$ cat config.mk
export PLATFORM = sky130hd
export DESIGN_NAME = dcpm_power_ctrl
export DESIGN_NICKNAME = d
export VERILOG_FILES = /design/src/shared/dcpm_pkg.sv /design/src/core/dcpm_cycle_div.sv /design/src/core/dcpm_idle_timer.sv /design/src/core/dcpm_power_ctrl.sv
export VERILOG_INCLUDE_DIRS = /design/src /design/src/shared
export SDC_FILE = /design/constraint.sdc
export NUM_CORES = 1
export LEC_CHECK = 0
export CORE_MARGIN = 3
export CORE_UTILIZATION = 35
export DETAILED_ROUTE_END_ITERATION = 6
export DONT_BUFFER_PORTS = 1
export PLACE_DENSITY = 0.6
export RECOVER_POWER = 50
export SLEW_MARGIN = 20
export SYNTH_ARGS = -nofsm -noshare
export SYNTH_HDL_FRONTEND = slang
export SYNTH_SLANG_ARGS = --single-unit
$ cat constraint.sdc
create_clock -name i_clk_sys -period 2.6 [get_ports i_clk_sys]
set_clock_uncertainty 0.05 [all_clocks]
set_input_delay 0.13 -clock i_clk_sys [delete_from_list [all_inputs] [get_ports i_clk_sys]]
set_output_delay 0.13 -clock i_clk_sys [all_outputs]
set_load 0.03 [all_outputs]
$ cat src/shared/dcpm_cfg.svh
// Offsets, bit positions, reset values and timing counts for the
// dual clock power-mode controller. Included by the dcpm_power_ctrl module.
// Function
// Port G bit 7 write enters HALT
// HALT freezes midway through next cycle
// Dual HALT: fast clock off, timer unclocked
// Reset or enabled wake-up pin leaves HALT
// Reset from dual HALT returns high speed
// Dual HALT wake always inserts start-up delay
// Delay loads 256, counts down per cycle
// Instruction cycle is fast oscillator over five
// After delay timer returns to slow clock
// HALT-disable option ignores HALT requests
// Port G bit 6 write enters IDLE
// Dual IDLE keeps clocks, timer on slow
// Five windows, eighth second to two seconds
// Timer runs from slow clock continuously; code uses cycle clock in high speed and delay, none in HALT
// Window bit toggle sets pending, exits IDLE
// Idle exit completes instruction, then interrupt
// Software clears pending before requesting IDLE
// Timer hidden from software, reset count arbitrary
// Interrupt only while enable bit set
// Window change may set pending spuriously
// Low speed entry: select, then fast off
// Low speed HALT: slow osc on, timer stopped
// Reset clears window select to shortest
// Dual entry: slow osc on, then enable
// Low speed HALT wake has no delay
// Explicit clock mode state register
`ifndef DCPM_CFG_SVH
`define DCPM_CFG_SVH
`define DCPM_HALT_BIT     7
`define DCPM_IDLE_BIT     6
`define DCPM_STARTUP_LOAD 256
`define DCPM_INSTR_DIV    5
`define DCPM_SLOW_HZ      32768
`define DCPM_WIN0_MS      125
`define DCPM_WIN0_TICKS   (`DCPM_WIN0_MS * `DCPM_SLOW_HZ / 1000)
`define DCPM_TAP_BASE     12
`define DCPM_WIN_COUNT    5
`define DCPM_WIN_RESET    3'h0
`define DCPM_TMR_W        17
`endif

$ cat src/shared/dcpm_pkg.sv
// Types for the dual clock power-mode controller.
// Assumes nothing beyond a SystemVerilog compiler.
`default_nettype none
package dcpm_pkg;
  typedef enum logic [1:0] {
    MODE_HIGH = 2'b00,
    MODE_DUAL = 2'b01,
    MODE_LOW  = 2'b10
  } dcpm_mode_e;

  typedef enum logic [2:0] {
    PWR_RUN       = 3'b000,
    PWR_HALT_PEND = 3'b001,
    PWR_HALT      = 3'b010,
    PWR_WAKE      = 3'b011,
    PWR_IDLE      = 3'b100
  } dcpm_pwr_e;
endpackage
`default_nettype wire
$ cat src/core/dcpm_cycle_div.sv
// Instruction cycle divider: one tick every DIV system clocks.
// Assumes i_clk_sys stands for the running fast oscillator.
`default_nettype none
module dcpm_cycle_div #(
  parameter int DIV = 5
) (
  input  wire logic i_clk_sys, // Fast oscillator clock
  input  wire logic i_rst_n,   // Async reset, active low
  input  wire logic i_run,     // Oscillator running
  output logic      o_tick,    // Cycle end pulse
  output logic      o_mid      // Mid-cycle pulse
);
  if (DIV < 3)
  begin : g_bad_div
    $error("dcpm_cycle_div: DIV must be at least 3");
  end

  typedef struct packed {
    logic [7:0] cnt;
  } dcpm_div_s;

  dcpm_div_s st_ff;
  dcpm_div_s nxt_st;

  always_comb
  begin
    nxt_st = st_ff;
    if (!i_run)
      nxt_st.cnt = 8'h00;
    else if (st_ff.cnt == 8'(DIV - 1))
      nxt_st.cnt = 8'h00;
    else
      nxt_st.cnt = st_ff.cnt + 8'h01;
  end

  always_ff @(posedge i_clk_sys or negedge i_rst_n)
  begin
    if (!i_rst_n)
      st_ff <= '0;
    else
      st_ff <= nxt_st;
  end

  assign o_tick = i_run && (st_ff.cnt == 8'(DIV - 1));
  assign o_mid  = i_run && (st_ff.cnt == 8'(DIV / 2));
endmodule
`default_nettype wire

$ cat src/core/dcpm_idle_timer.sv
// Idle timer: counts up on slow ticks (cycle ticks in high speed), down during start-up delay.
// Assumes the caller gates ticks off while halted.
`default_nettype none
module dcpm_idle_timer #(
  parameter int W = 17
) (
  input  wire logic         i_clk_sys, // System clock
  input  wire logic         i_rst_n,   // Async reset, active low
  input  wire logic         i_tick,    // Count pulse
  input  wire logic         i_down,    // Count down
  input  wire logic         i_load,    // Load pulse
  input  wire logic [W-1:0] i_load_val,// Value to load
  output logic      [W-1:0] o_count    // Current count
);
  if (W < 10)
  begin : g_bad_w
    $error("dcpm_idle_timer: W too small for delay load");
  end

  typedef struct packed {
    logic [W-1:0] cnt;
  } dcpm_tmr_s;

  dcpm_tmr_s st_ff;
  dcpm_tmr_s nxt_st;

  always_comb
  begin
    nxt_st = st_ff;
    if (i_load)
      nxt_st.cnt = i_load_val;
    else if (i_tick && i_down)
      nxt_st.cnt = st_ff.cnt - W'(1);
    else if (i_tick)
      nxt_st.cnt = st_ff.cnt + W'(1);
  end

  // Count after reset is arbitrary by nature; zero is just cheap
  always_ff @(posedge i_clk_sys or negedge i_rst_n)
  begin
    if (!i_rst_n)
      st_ff <= '0;
    else
      st_ff <= nxt_st;
  end

  assign o_count = st_ff.cnt;
endmodule
`default_nettype wire

$ cat src/core/dcpm_power_ctrl.sv
// Dual clock power-mode controller: HALT, IDLE, clock modes.
// Assumes wake-up detection and clock register bits live outside;
// all inputs are synchronous to i_clk_sys.
`include "dcpm_cfg.svh"
`default_nettype none
module dcpm_power_ctrl #(
  parameter int TMR_W     = `DCPM_TMR_W,
  parameter int INSTR_DIV = `DCPM_INSTR_DIV
) (
  input  wire logic       i_clk_sys,          // 250 MHz clock
  input  wire logic       i_rst_n,            // Async reset, active low
  input  wire logic       i_portg_wr,         // Port G data write pulse
  input  wire logic [7:0] i_portg_data,       // Port G write data
  input  wire logic       i_halt_disable,     // HALT-disable option
  input  wire logic       i_wakeup,           // Enabled wake-up pin event
  input  wire logic       i_slow_tick,        // One pulse per slow clock
  input  wire logic       i_startup_delay_bit,// Delay bit, no effect here
  input  wire logic       i_core_clock_select,// Core on slow clock
  input  wire logic       i_fast_osc_enable,  // Fast oscillator enable
  input  wire logic       i_slow_osc_enable,  // Slow oscillator enable
  input  wire logic       i_dual_clock_enable,// Dual clock enable
  input  wire logic       i_window_wr,        // Window select write
  input  wire logic [2:0] i_idle_window_field,// Window select value
  input  wire logic       i_idle_tick_irq_enable, // Idle interrupt enable
  input  wire logic       i_pending_clr,      // Clear pending pulse
  output logic      [1:0] o_mode,             // Clock mode
  output logic            o_halted,           // In HALT
  output logic            o_idle,             // In IDLE
  output logic            o_core_run,         // Chip clocks enabled
  output logic            o_fast_clk_en,      // Fast oscillator running
  output logic            o_slow_clk_en,      // Slow oscillator running
  output logic            o_startup_active,   // Start-up delay running
  output logic            o_instr_cycle,      // Instruction cycle pulse
  output logic            o_idle_tick_pending,// Idle pending flag
  output logic            o_idle_tick_irq,    // Idle interrupt request
  output logic      [2:0] o_idle_window_field // Window select readback
);
  if (TMR_W < `DCPM_TAP_BASE + `DCPM_WIN_COUNT)
  begin : g_bad_tmr
    $error("dcpm_power_ctrl: TMR_W too narrow for window taps");
  end

  typedef struct packed {
    dcpm_pkg::dcpm_mode_e mode;
    dcpm_pkg::dcpm_pwr_e  pwr;
    logic                 sel_armed;
    logic                 pend;
    logic [2:0]           win;
    logic                 tap_prev;
    logic                 fast_en;
    logic                 slow_en;
    logic                 cyc;
    logic                 irq;
    logic                 halted;
    logic                 idle;
    logic                 core_run;
    logic                 startup;
  } dcpm_ctl_s;

  dcpm_ctl_s st_ff;
  dcpm_ctl_s nxt_st;

  logic             div_run;
  logic             div_tick;
  logic             div_mid;
  logic             cyc_tick;
  logic             cyc_mid;
  logic             tmr_tick;
  logic             tmr_load;
  logic             tmr_down;
  logic [TMR_W-1:0] tmr_count;
  logic             tap;
  logic             tap_toggle;
  logic             halt_req;
  logic             idle_req;
  logic             wake_done;

  // Window field to timer bit; values above the last clamp to 2 s
  function automatic int tap_index(input logic [2:0] win);
    int idx;
    idx = (win > 3'h4) ? 4 : int'(win);
    return `DCPM_TAP_BASE + idx;
  endfunction

  assign div_run  = (st_ff.mode != dcpm_pkg::MODE_LOW) && (st_ff.pwr != dcpm_pkg::PWR_HALT);
  // Low speed mode runs the core straight off slow ticks
  assign cyc_tick = (st_ff.mode == dcpm_pkg::MODE_LOW) ? i_slow_tick : div_tick;
  assign cyc_mid  = (st_ff.mode == dcpm_pkg::MODE_LOW) ? i_slow_tick : div_mid;

  assign halt_req = i_portg_wr && i_portg_data[`DCPM_HALT_BIT] && !i_halt_disable;
  assign idle_req = i_portg_wr && i_portg_data[`DCPM_IDLE_BIT];

  // Timer source: cycle clock during wake and in high speed, none in HALT, else slow
  always_comb
  begin
    tmr_tick = 1'b0;
    case (st_ff.pwr)
      dcpm_pkg::PWR_WAKE: tmr_tick = div_tick;
      dcpm_pkg::PWR_HALT: tmr_tick = 1'b0;
      default:
        tmr_tick = (st_ff.mode == dcpm_pkg::MODE_HIGH) ? div_tick : i_slow_tick;
    endcase
  end

  assign tmr_down  = (st_ff.pwr == dcpm_pkg::PWR_WAKE);
  assign tmr_load  = (st_ff.pwr == dcpm_pkg::PWR_HALT) && i_wakeup
                     && (st_ff.mode != dcpm_pkg::MODE_LOW);
  // Done on the 256th decrement
  assign wake_done = tmr_down && div_tick && (tmr_count == TMR_W'(1));

  assign tap        = tmr_count[tap_index(st_ff.win)];
  // Compare is skipped around the delay count, which is not real time
  assign tap_toggle = (tap != st_ff.tap_prev) && !tmr_down
                      && (st_ff.pwr != dcpm_pkg::PWR_HALT);

  dcpm_cycle_div #(
    .DIV (INSTR_DIV)
  ) u_div (
    .i_clk_sys (i_clk_sys),
    .i_rst_n   (i_rst_n),
    .i_run     (div_run),
    .o_tick    (div_tick),
    .o_mid     (div_mid)
  );

  // Timer count is not brought out; only its tap and delay-end decodes reach outputs
  dcpm_idle_timer #(
    .W (TMR_W)
  ) u_tmr (
    .i_clk_sys  (i_clk_sys),
    .i_rst_n    (i_rst_n),
    .i_tick     (tmr_tick),
    .i_down     (tmr_down),
    .i_load     (tmr_load),
    .i_load_val (TMR_W'(`DCPM_STARTUP_LOAD)),
    .o_count    (tmr_count)
  );

  always_comb
  begin
    nxt_st          = st_ff;
    nxt_st.tap_prev = tap;
    nxt_st.cyc      = cyc_tick;

    // Set wins over a same-cycle clear
    if (tap_toggle)
      nxt_st.pend = 1'b1;
    else if (i_pending_clr)
      nxt_st.pend = 1'b0;

    if (i_window_wr)
      nxt_st.win = i_idle_window_field;

    case (st_ff.pwr)
      dcpm_pkg::PWR_RUN:
      begin
        if (halt_req)
          nxt_st.pwr = dcpm_pkg::PWR_HALT_PEND;
        else if (idle_req)
          nxt_st.pwr = dcpm_pkg::PWR_IDLE;
        // Mode bits only act while instructions execute
        case (st_ff.mode)
          dcpm_pkg::MODE_HIGH:
            if (i_slow_osc_enable && i_dual_clock_enable)
              nxt_st.mode = dcpm_pkg::MODE_DUAL;
          dcpm_pkg::MODE_DUAL:
          begin
            if (i_core_clock_select && i_fast_osc_enable)
              nxt_st.sel_armed = 1'b1;
            if (st_ff.sel_armed && !i_fast_osc_enable)
            begin
              nxt_st.mode      = dcpm_pkg::MODE_LOW;
              nxt_st.sel_armed = 1'b0;
            end
          end
          dcpm_pkg::MODE_LOW:
            if (i_fast_osc_enable && !i_core_clock_select)
              nxt_st.mode = dcpm_pkg::MODE_DUAL;
          default:
            nxt_st.mode = dcpm_pkg::MODE_HIGH;
        endcase
      end
      dcpm_pkg::PWR_HALT_PEND:
        if (cyc_mid)
          nxt_st.pwr = dcpm_pkg::PWR_HALT;
      dcpm_pkg::PWR_HALT:
        if (i_wakeup && st_ff.mode == dcpm_pkg::MODE_LOW)
          nxt_st.pwr = dcpm_pkg::PWR_RUN;
        else if (i_wakeup)
          nxt_st.pwr = dcpm_pkg::PWR_WAKE;
      dcpm_pkg::PWR_WAKE:
        if (wake_done)
          nxt_st.pwr = dcpm_pkg::PWR_RUN;
      dcpm_pkg::PWR_IDLE:
        if (tap_toggle || i_wakeup)
          nxt_st.pwr = dcpm_pkg::PWR_RUN;
      default:
        nxt_st.pwr = dcpm_pkg::PWR_RUN;
    endcase

    nxt_st.fast_en = (nxt_st.mode != dcpm_pkg::MODE_LOW)
                     && (nxt_st.pwr != dcpm_pkg::PWR_HALT);
    nxt_st.slow_en = (nxt_st.mode != dcpm_pkg::MODE_HIGH) || i_slow_osc_enable;
    // Core finishes its instruction, then takes the vector
    nxt_st.irq     = nxt_st.pend && i_idle_tick_irq_enable;
    // Status outputs come from flops; decoded one state ahead
    nxt_st.halted   = (nxt_st.pwr == dcpm_pkg::PWR_HALT);
    nxt_st.idle     = (nxt_st.pwr == dcpm_pkg::PWR_IDLE);
    nxt_st.core_run = (nxt_st.pwr == dcpm_pkg::PWR_RUN)
                      || (nxt_st.pwr == dcpm_pkg::PWR_HALT_PEND);
    nxt_st.startup  = (nxt_st.pwr == dcpm_pkg::PWR_WAKE);
  end

  // Reset puts every mode back to high speed
  always_ff @(posedge i_clk_sys or negedge i_rst_n)
  begin
    if (!i_rst_n)
    begin
      st_ff          <= '0;
      st_ff.mode     <= dcpm_pkg::MODE_HIGH;
      st_ff.pwr      <= dcpm_pkg::PWR_RUN;
      st_ff.win      <= `DCPM_WIN_RESET;
      st_ff.fast_en  <= 1'b1;
      st_ff.core_run <= 1'b1;
    end
    else
      st_ff <= nxt_st;
  end

  assign o_mode              = st_ff.mode;
  assign o_halted            = st_ff.halted;
  assign o_idle              = st_ff.idle;
  assign o_core_run          = st_ff.core_run;
  assign o_fast_clk_en       = st_ff.fast_en;
  assign o_slow_clk_en       = st_ff.slow_en;
  assign o_startup_active    = st_ff.startup;
  assign o_instr_cycle       = st_ff.cyc;
  assign o_idle_tick_pending = st_ff.pend;
  assign o_idle_tick_irq     = st_ff.irq;
  assign o_idle_window_field = st_ff.win;

  // Helper: instruction cycles spent in the start-up delay
  logic [9:0] dly_cnt_ff;
  always_ff @(posedge i_clk_sys or negedge i_rst_n)
  begin
    if (!i_rst_n)
      dly_cnt_ff <= 10'h000;
    else if (st_ff.pwr != dcpm_pkg::PWR_WAKE)
      dly_cnt_ff <= 10'h000;
    else if (div_tick)
      dly_cnt_ff <= dly_cnt_ff + 10'h001;
  end
endmodule
`default_nettype wire

==> flow_summary.json <==
{
  "finalSetupViolations": 0,
  "fin_crit_sh_pct": 91.4,
  "final-hold-violation-count": 0,
  "fin_cells": 382,
  "die-area_um2": 8280,
  "worstPathRequired_ps": 2760,
  "path_max_fanout": 3,
  "min-delay-start": "i_portg_data[6]",
  "vdd_drop_max_mv": 0.203,
  "clock_path_buffers": 2,
  "reg2reg_from": "o_idle_window_field[1]",
  "dpl_cell_area_um2": 2640,
  "r2r_end": "o_idle",
  "critical_path.top_delay_family": "multiplexers",
  "cp-start-kind": "flop",
  "yosys-top-cells-area": "dfrtp_1, nor2_1, xnor2_1, xor2_1, ha_1",
  "synth_flop_cell": "dfrtp_1",
  "syn_inst": 266,
  "wl_per_cell_um": 15.4,
  "rows": 30,
  "slew_violations": 45,
  "crit_type": "flop to flop",
  "yosysTopAreaCellShare_pct": 41.5,
  "cts_tree": "yes",
  "cp-end-kind": "flop",
  "seq_area_frac_synth_pct": 43.6,
  "syn_area_um2": 2530,
  "hold_depth": 2,
  "tritoncts.num_buffers": 5,
  "h-tree-depth": 2,
  "tns_ps": 0,
  "violations": "max-capacitance violations, max-slew violations",
  "drv_cap": 1,
  "fin_area_um2": 2920,
  "ys_types": 57,
  "rsz0062_at_grt": "no",
  "worstMarginPinSlew_ps": 1920,
  "gp_congestion": 0.929,
  "cp.arrival_ps": 2530,
  "die_h_um": 91.0,
  "drt_iter0_drc": 114,
  "die_w_um": 91.0,
  "relSlewSlack_pct": -28.0,
  "antenna_found_initial": 0,
  "start_util_pct": 36.6,
  "final_common_cell": "dfrtp_1",
  "reg2regPathDepth": 5,
  "diodes": 0,
  "synthArstFlopShare_pct": 100,
  "leakage_nw": 1.22,
  "grt_pass1_vias": 1991,
  "total_power_mw": 1.31,
  "cts_resized": 0,
  "synth_fp_nets": 297,
  "ys_ff_latch": 44,
  "hp-class": "input pin to flop",
  "synth-edff-count": 0,
  "drtPass1Iterations": 4,
  "critPathMaxStageDelay_ps": 580,
  "pin_count": 39,
  "fin_crit_ps": 2380,
  "grt_pass1_wl_um": 10100,
  "io_buffers": 0,
  "grt_overflow_total": 0,
  "drive_above_1_share_pct": 11.9,
  "core_um2": 6910,
  "nets": 316,
  "clk_latency_ps": 310,
  "power_density_nw_per_um2": 451,
  "syn_to_final_growth_pct": 15.2,
  "grt_max_degree": 45,
  "drt-total-wl_um": 5870,
  "placed_cells": 358,
  "ff2ff_setup_slack_ps": 220,
  "fmax_ghz": 0.421,
  "worst_path_max_delay_cell": "dfrtp_1",
  "yosysTopAreaCell": "dfrtp_1",
  "routed-via-count": 2030,
  "root_buffer": "clkbuf_8",
  "drc": 0,
  "dp_hpwl_um": 3900,
  "ant_nets": 0,
  "via_per_inst": 5.31,
  "cp_cell_sequence": "mux4_2 > mux2i_1 > xnor2_1 > o21ai_0 > dlygate4sd3_1",
  "most-common-layout-cells": "dfrtp_1, nor2_1, nand2_1, dlygate4sd3_1, nand3_1",
  "hold_end": "st_ff[16]",
  "fillCellCount": 691,
  "status": "finished with violations",
  "synth.avg_cell_area_um2": 9.51,
  "clk_pin_slew_ps": 90,
  "cts.sinks": 44,
  "path_buf_inv": 1,
  "ys_warn_count": 0,
  "grt_use_total_pct": 15.0
}
-- cells in the mapped netlist (3+ instances only) --
library cell,number
a211oi_1,4
nor2_1,36
nor2b_1,4
nor4_1,4
clkbuf_1,5
nand2b_1,5
a32oi_1,5
a21oi_1,8
xor2_1,9
dfrtp_1,42
inv_1,11
and4_1,3
or3_1,4
nor3_1,4
o21ai_0,8
nand4_1,7
xnor2_1,9
mux2i_1,3
a31oi_1,4
ha_1,6
and3_1,7
nand3_1,12
buf_4,5
mux2_2,3
and2_1,4
nand2_1,15
-- flip-flops by register name, summed over array words and instances (netlist names) --
signal and count:
o_core_run 1, o_fast_clk_en 1, o_halted 1, o_idle 1
o_idle_tick_irq 1, o_idle_tick_pending 1, o_idle_window_field 3, o_instr_cycle 1
o_mode 2, o_slow_clk_en 1, o_startup_active 1, st_ff 5
u_div.st_ff 8, u_tmr.o_count 17
-- what timing repair did --
action	4_1_cts	5_1_grt
hold buffers	16	0
setup endpoints to repair	0	0
endpoints found under the hold margin	53	0
buffers inserted	0	0
-- cell type report --
cell class	instances	area (um2)	share of cell area (%)
clock buffer	5	68.8	2.36
multi-input combinational	199	1310	45.0
tap	96	120	4.12
timing repair buffer	24	223	7.64
clock inverter	3	46.3	1.59
sequential	44	1100	37.9
inverter	11	41.3	1.42
-- kinds of logic after synthesis --
logic type,synth area share [%]
compound gates,11.9
xor+xnor,6.23
fa+ha+maj,2.97
buf+inv,4.50
flops,43.6
mux,3.41
simple gates,27.3
-- power by group --
part           total [mW]  internal, mW  switching, mW
Combinational      0.0512        0.0276         0.0237
Sequential          0.707         0.690         0.0167
Clock               0.556         0.290          0.266
Total                1.31          1.01          0.306
-- how the worst max path moves through the flow --
stage / from / endpoint / slack (ps) / cells after the start
6_report: o_idle_window_field[1] / o_idle / 220 / 5
5_1_grt: u_div.st_ff[0] / u_tmr.o_count[9] / 60 / 8
4_1_cts: o_idle_window_field[1] / o_idle / 190 / 5
3_3_place_gp: u_tmr.o_count[3] / o_startup_active / 350 / 6
3_5_place_dp: u_div.st_ff[0] / u_tmr.o_count[11] / 330 / 8
2_1_floorplan: u_tmr.o_count[4] / u_tmr.o_count[11] / 520 / 7
-- stage by stage --
step | util (%) | hold WS, ps | setup WS, ps
after floorplan | - | -216 | 520
after global placement | 38.2 | -214 | 352
after detailed placement | 38.2 | -213 | 334
after CTS | 42.4 | 27.2 | 191
after global routing | 42.2 | 53.3 | 57.9
final | 42.2 | 8.45 | 224
-- metal layers --
metal	GRT usage [%]	vias up	wire [um]	share of wire [%]
li1	-	989	-	-
met1	20.8	979	2740	47
met2	23.4	54	2730	47
met3	3.07	8	294	5.0
met4	4.90	0	97	1.7
met5	0	-	0	0
Note: power is estimated with default switching activity, not from simulation.
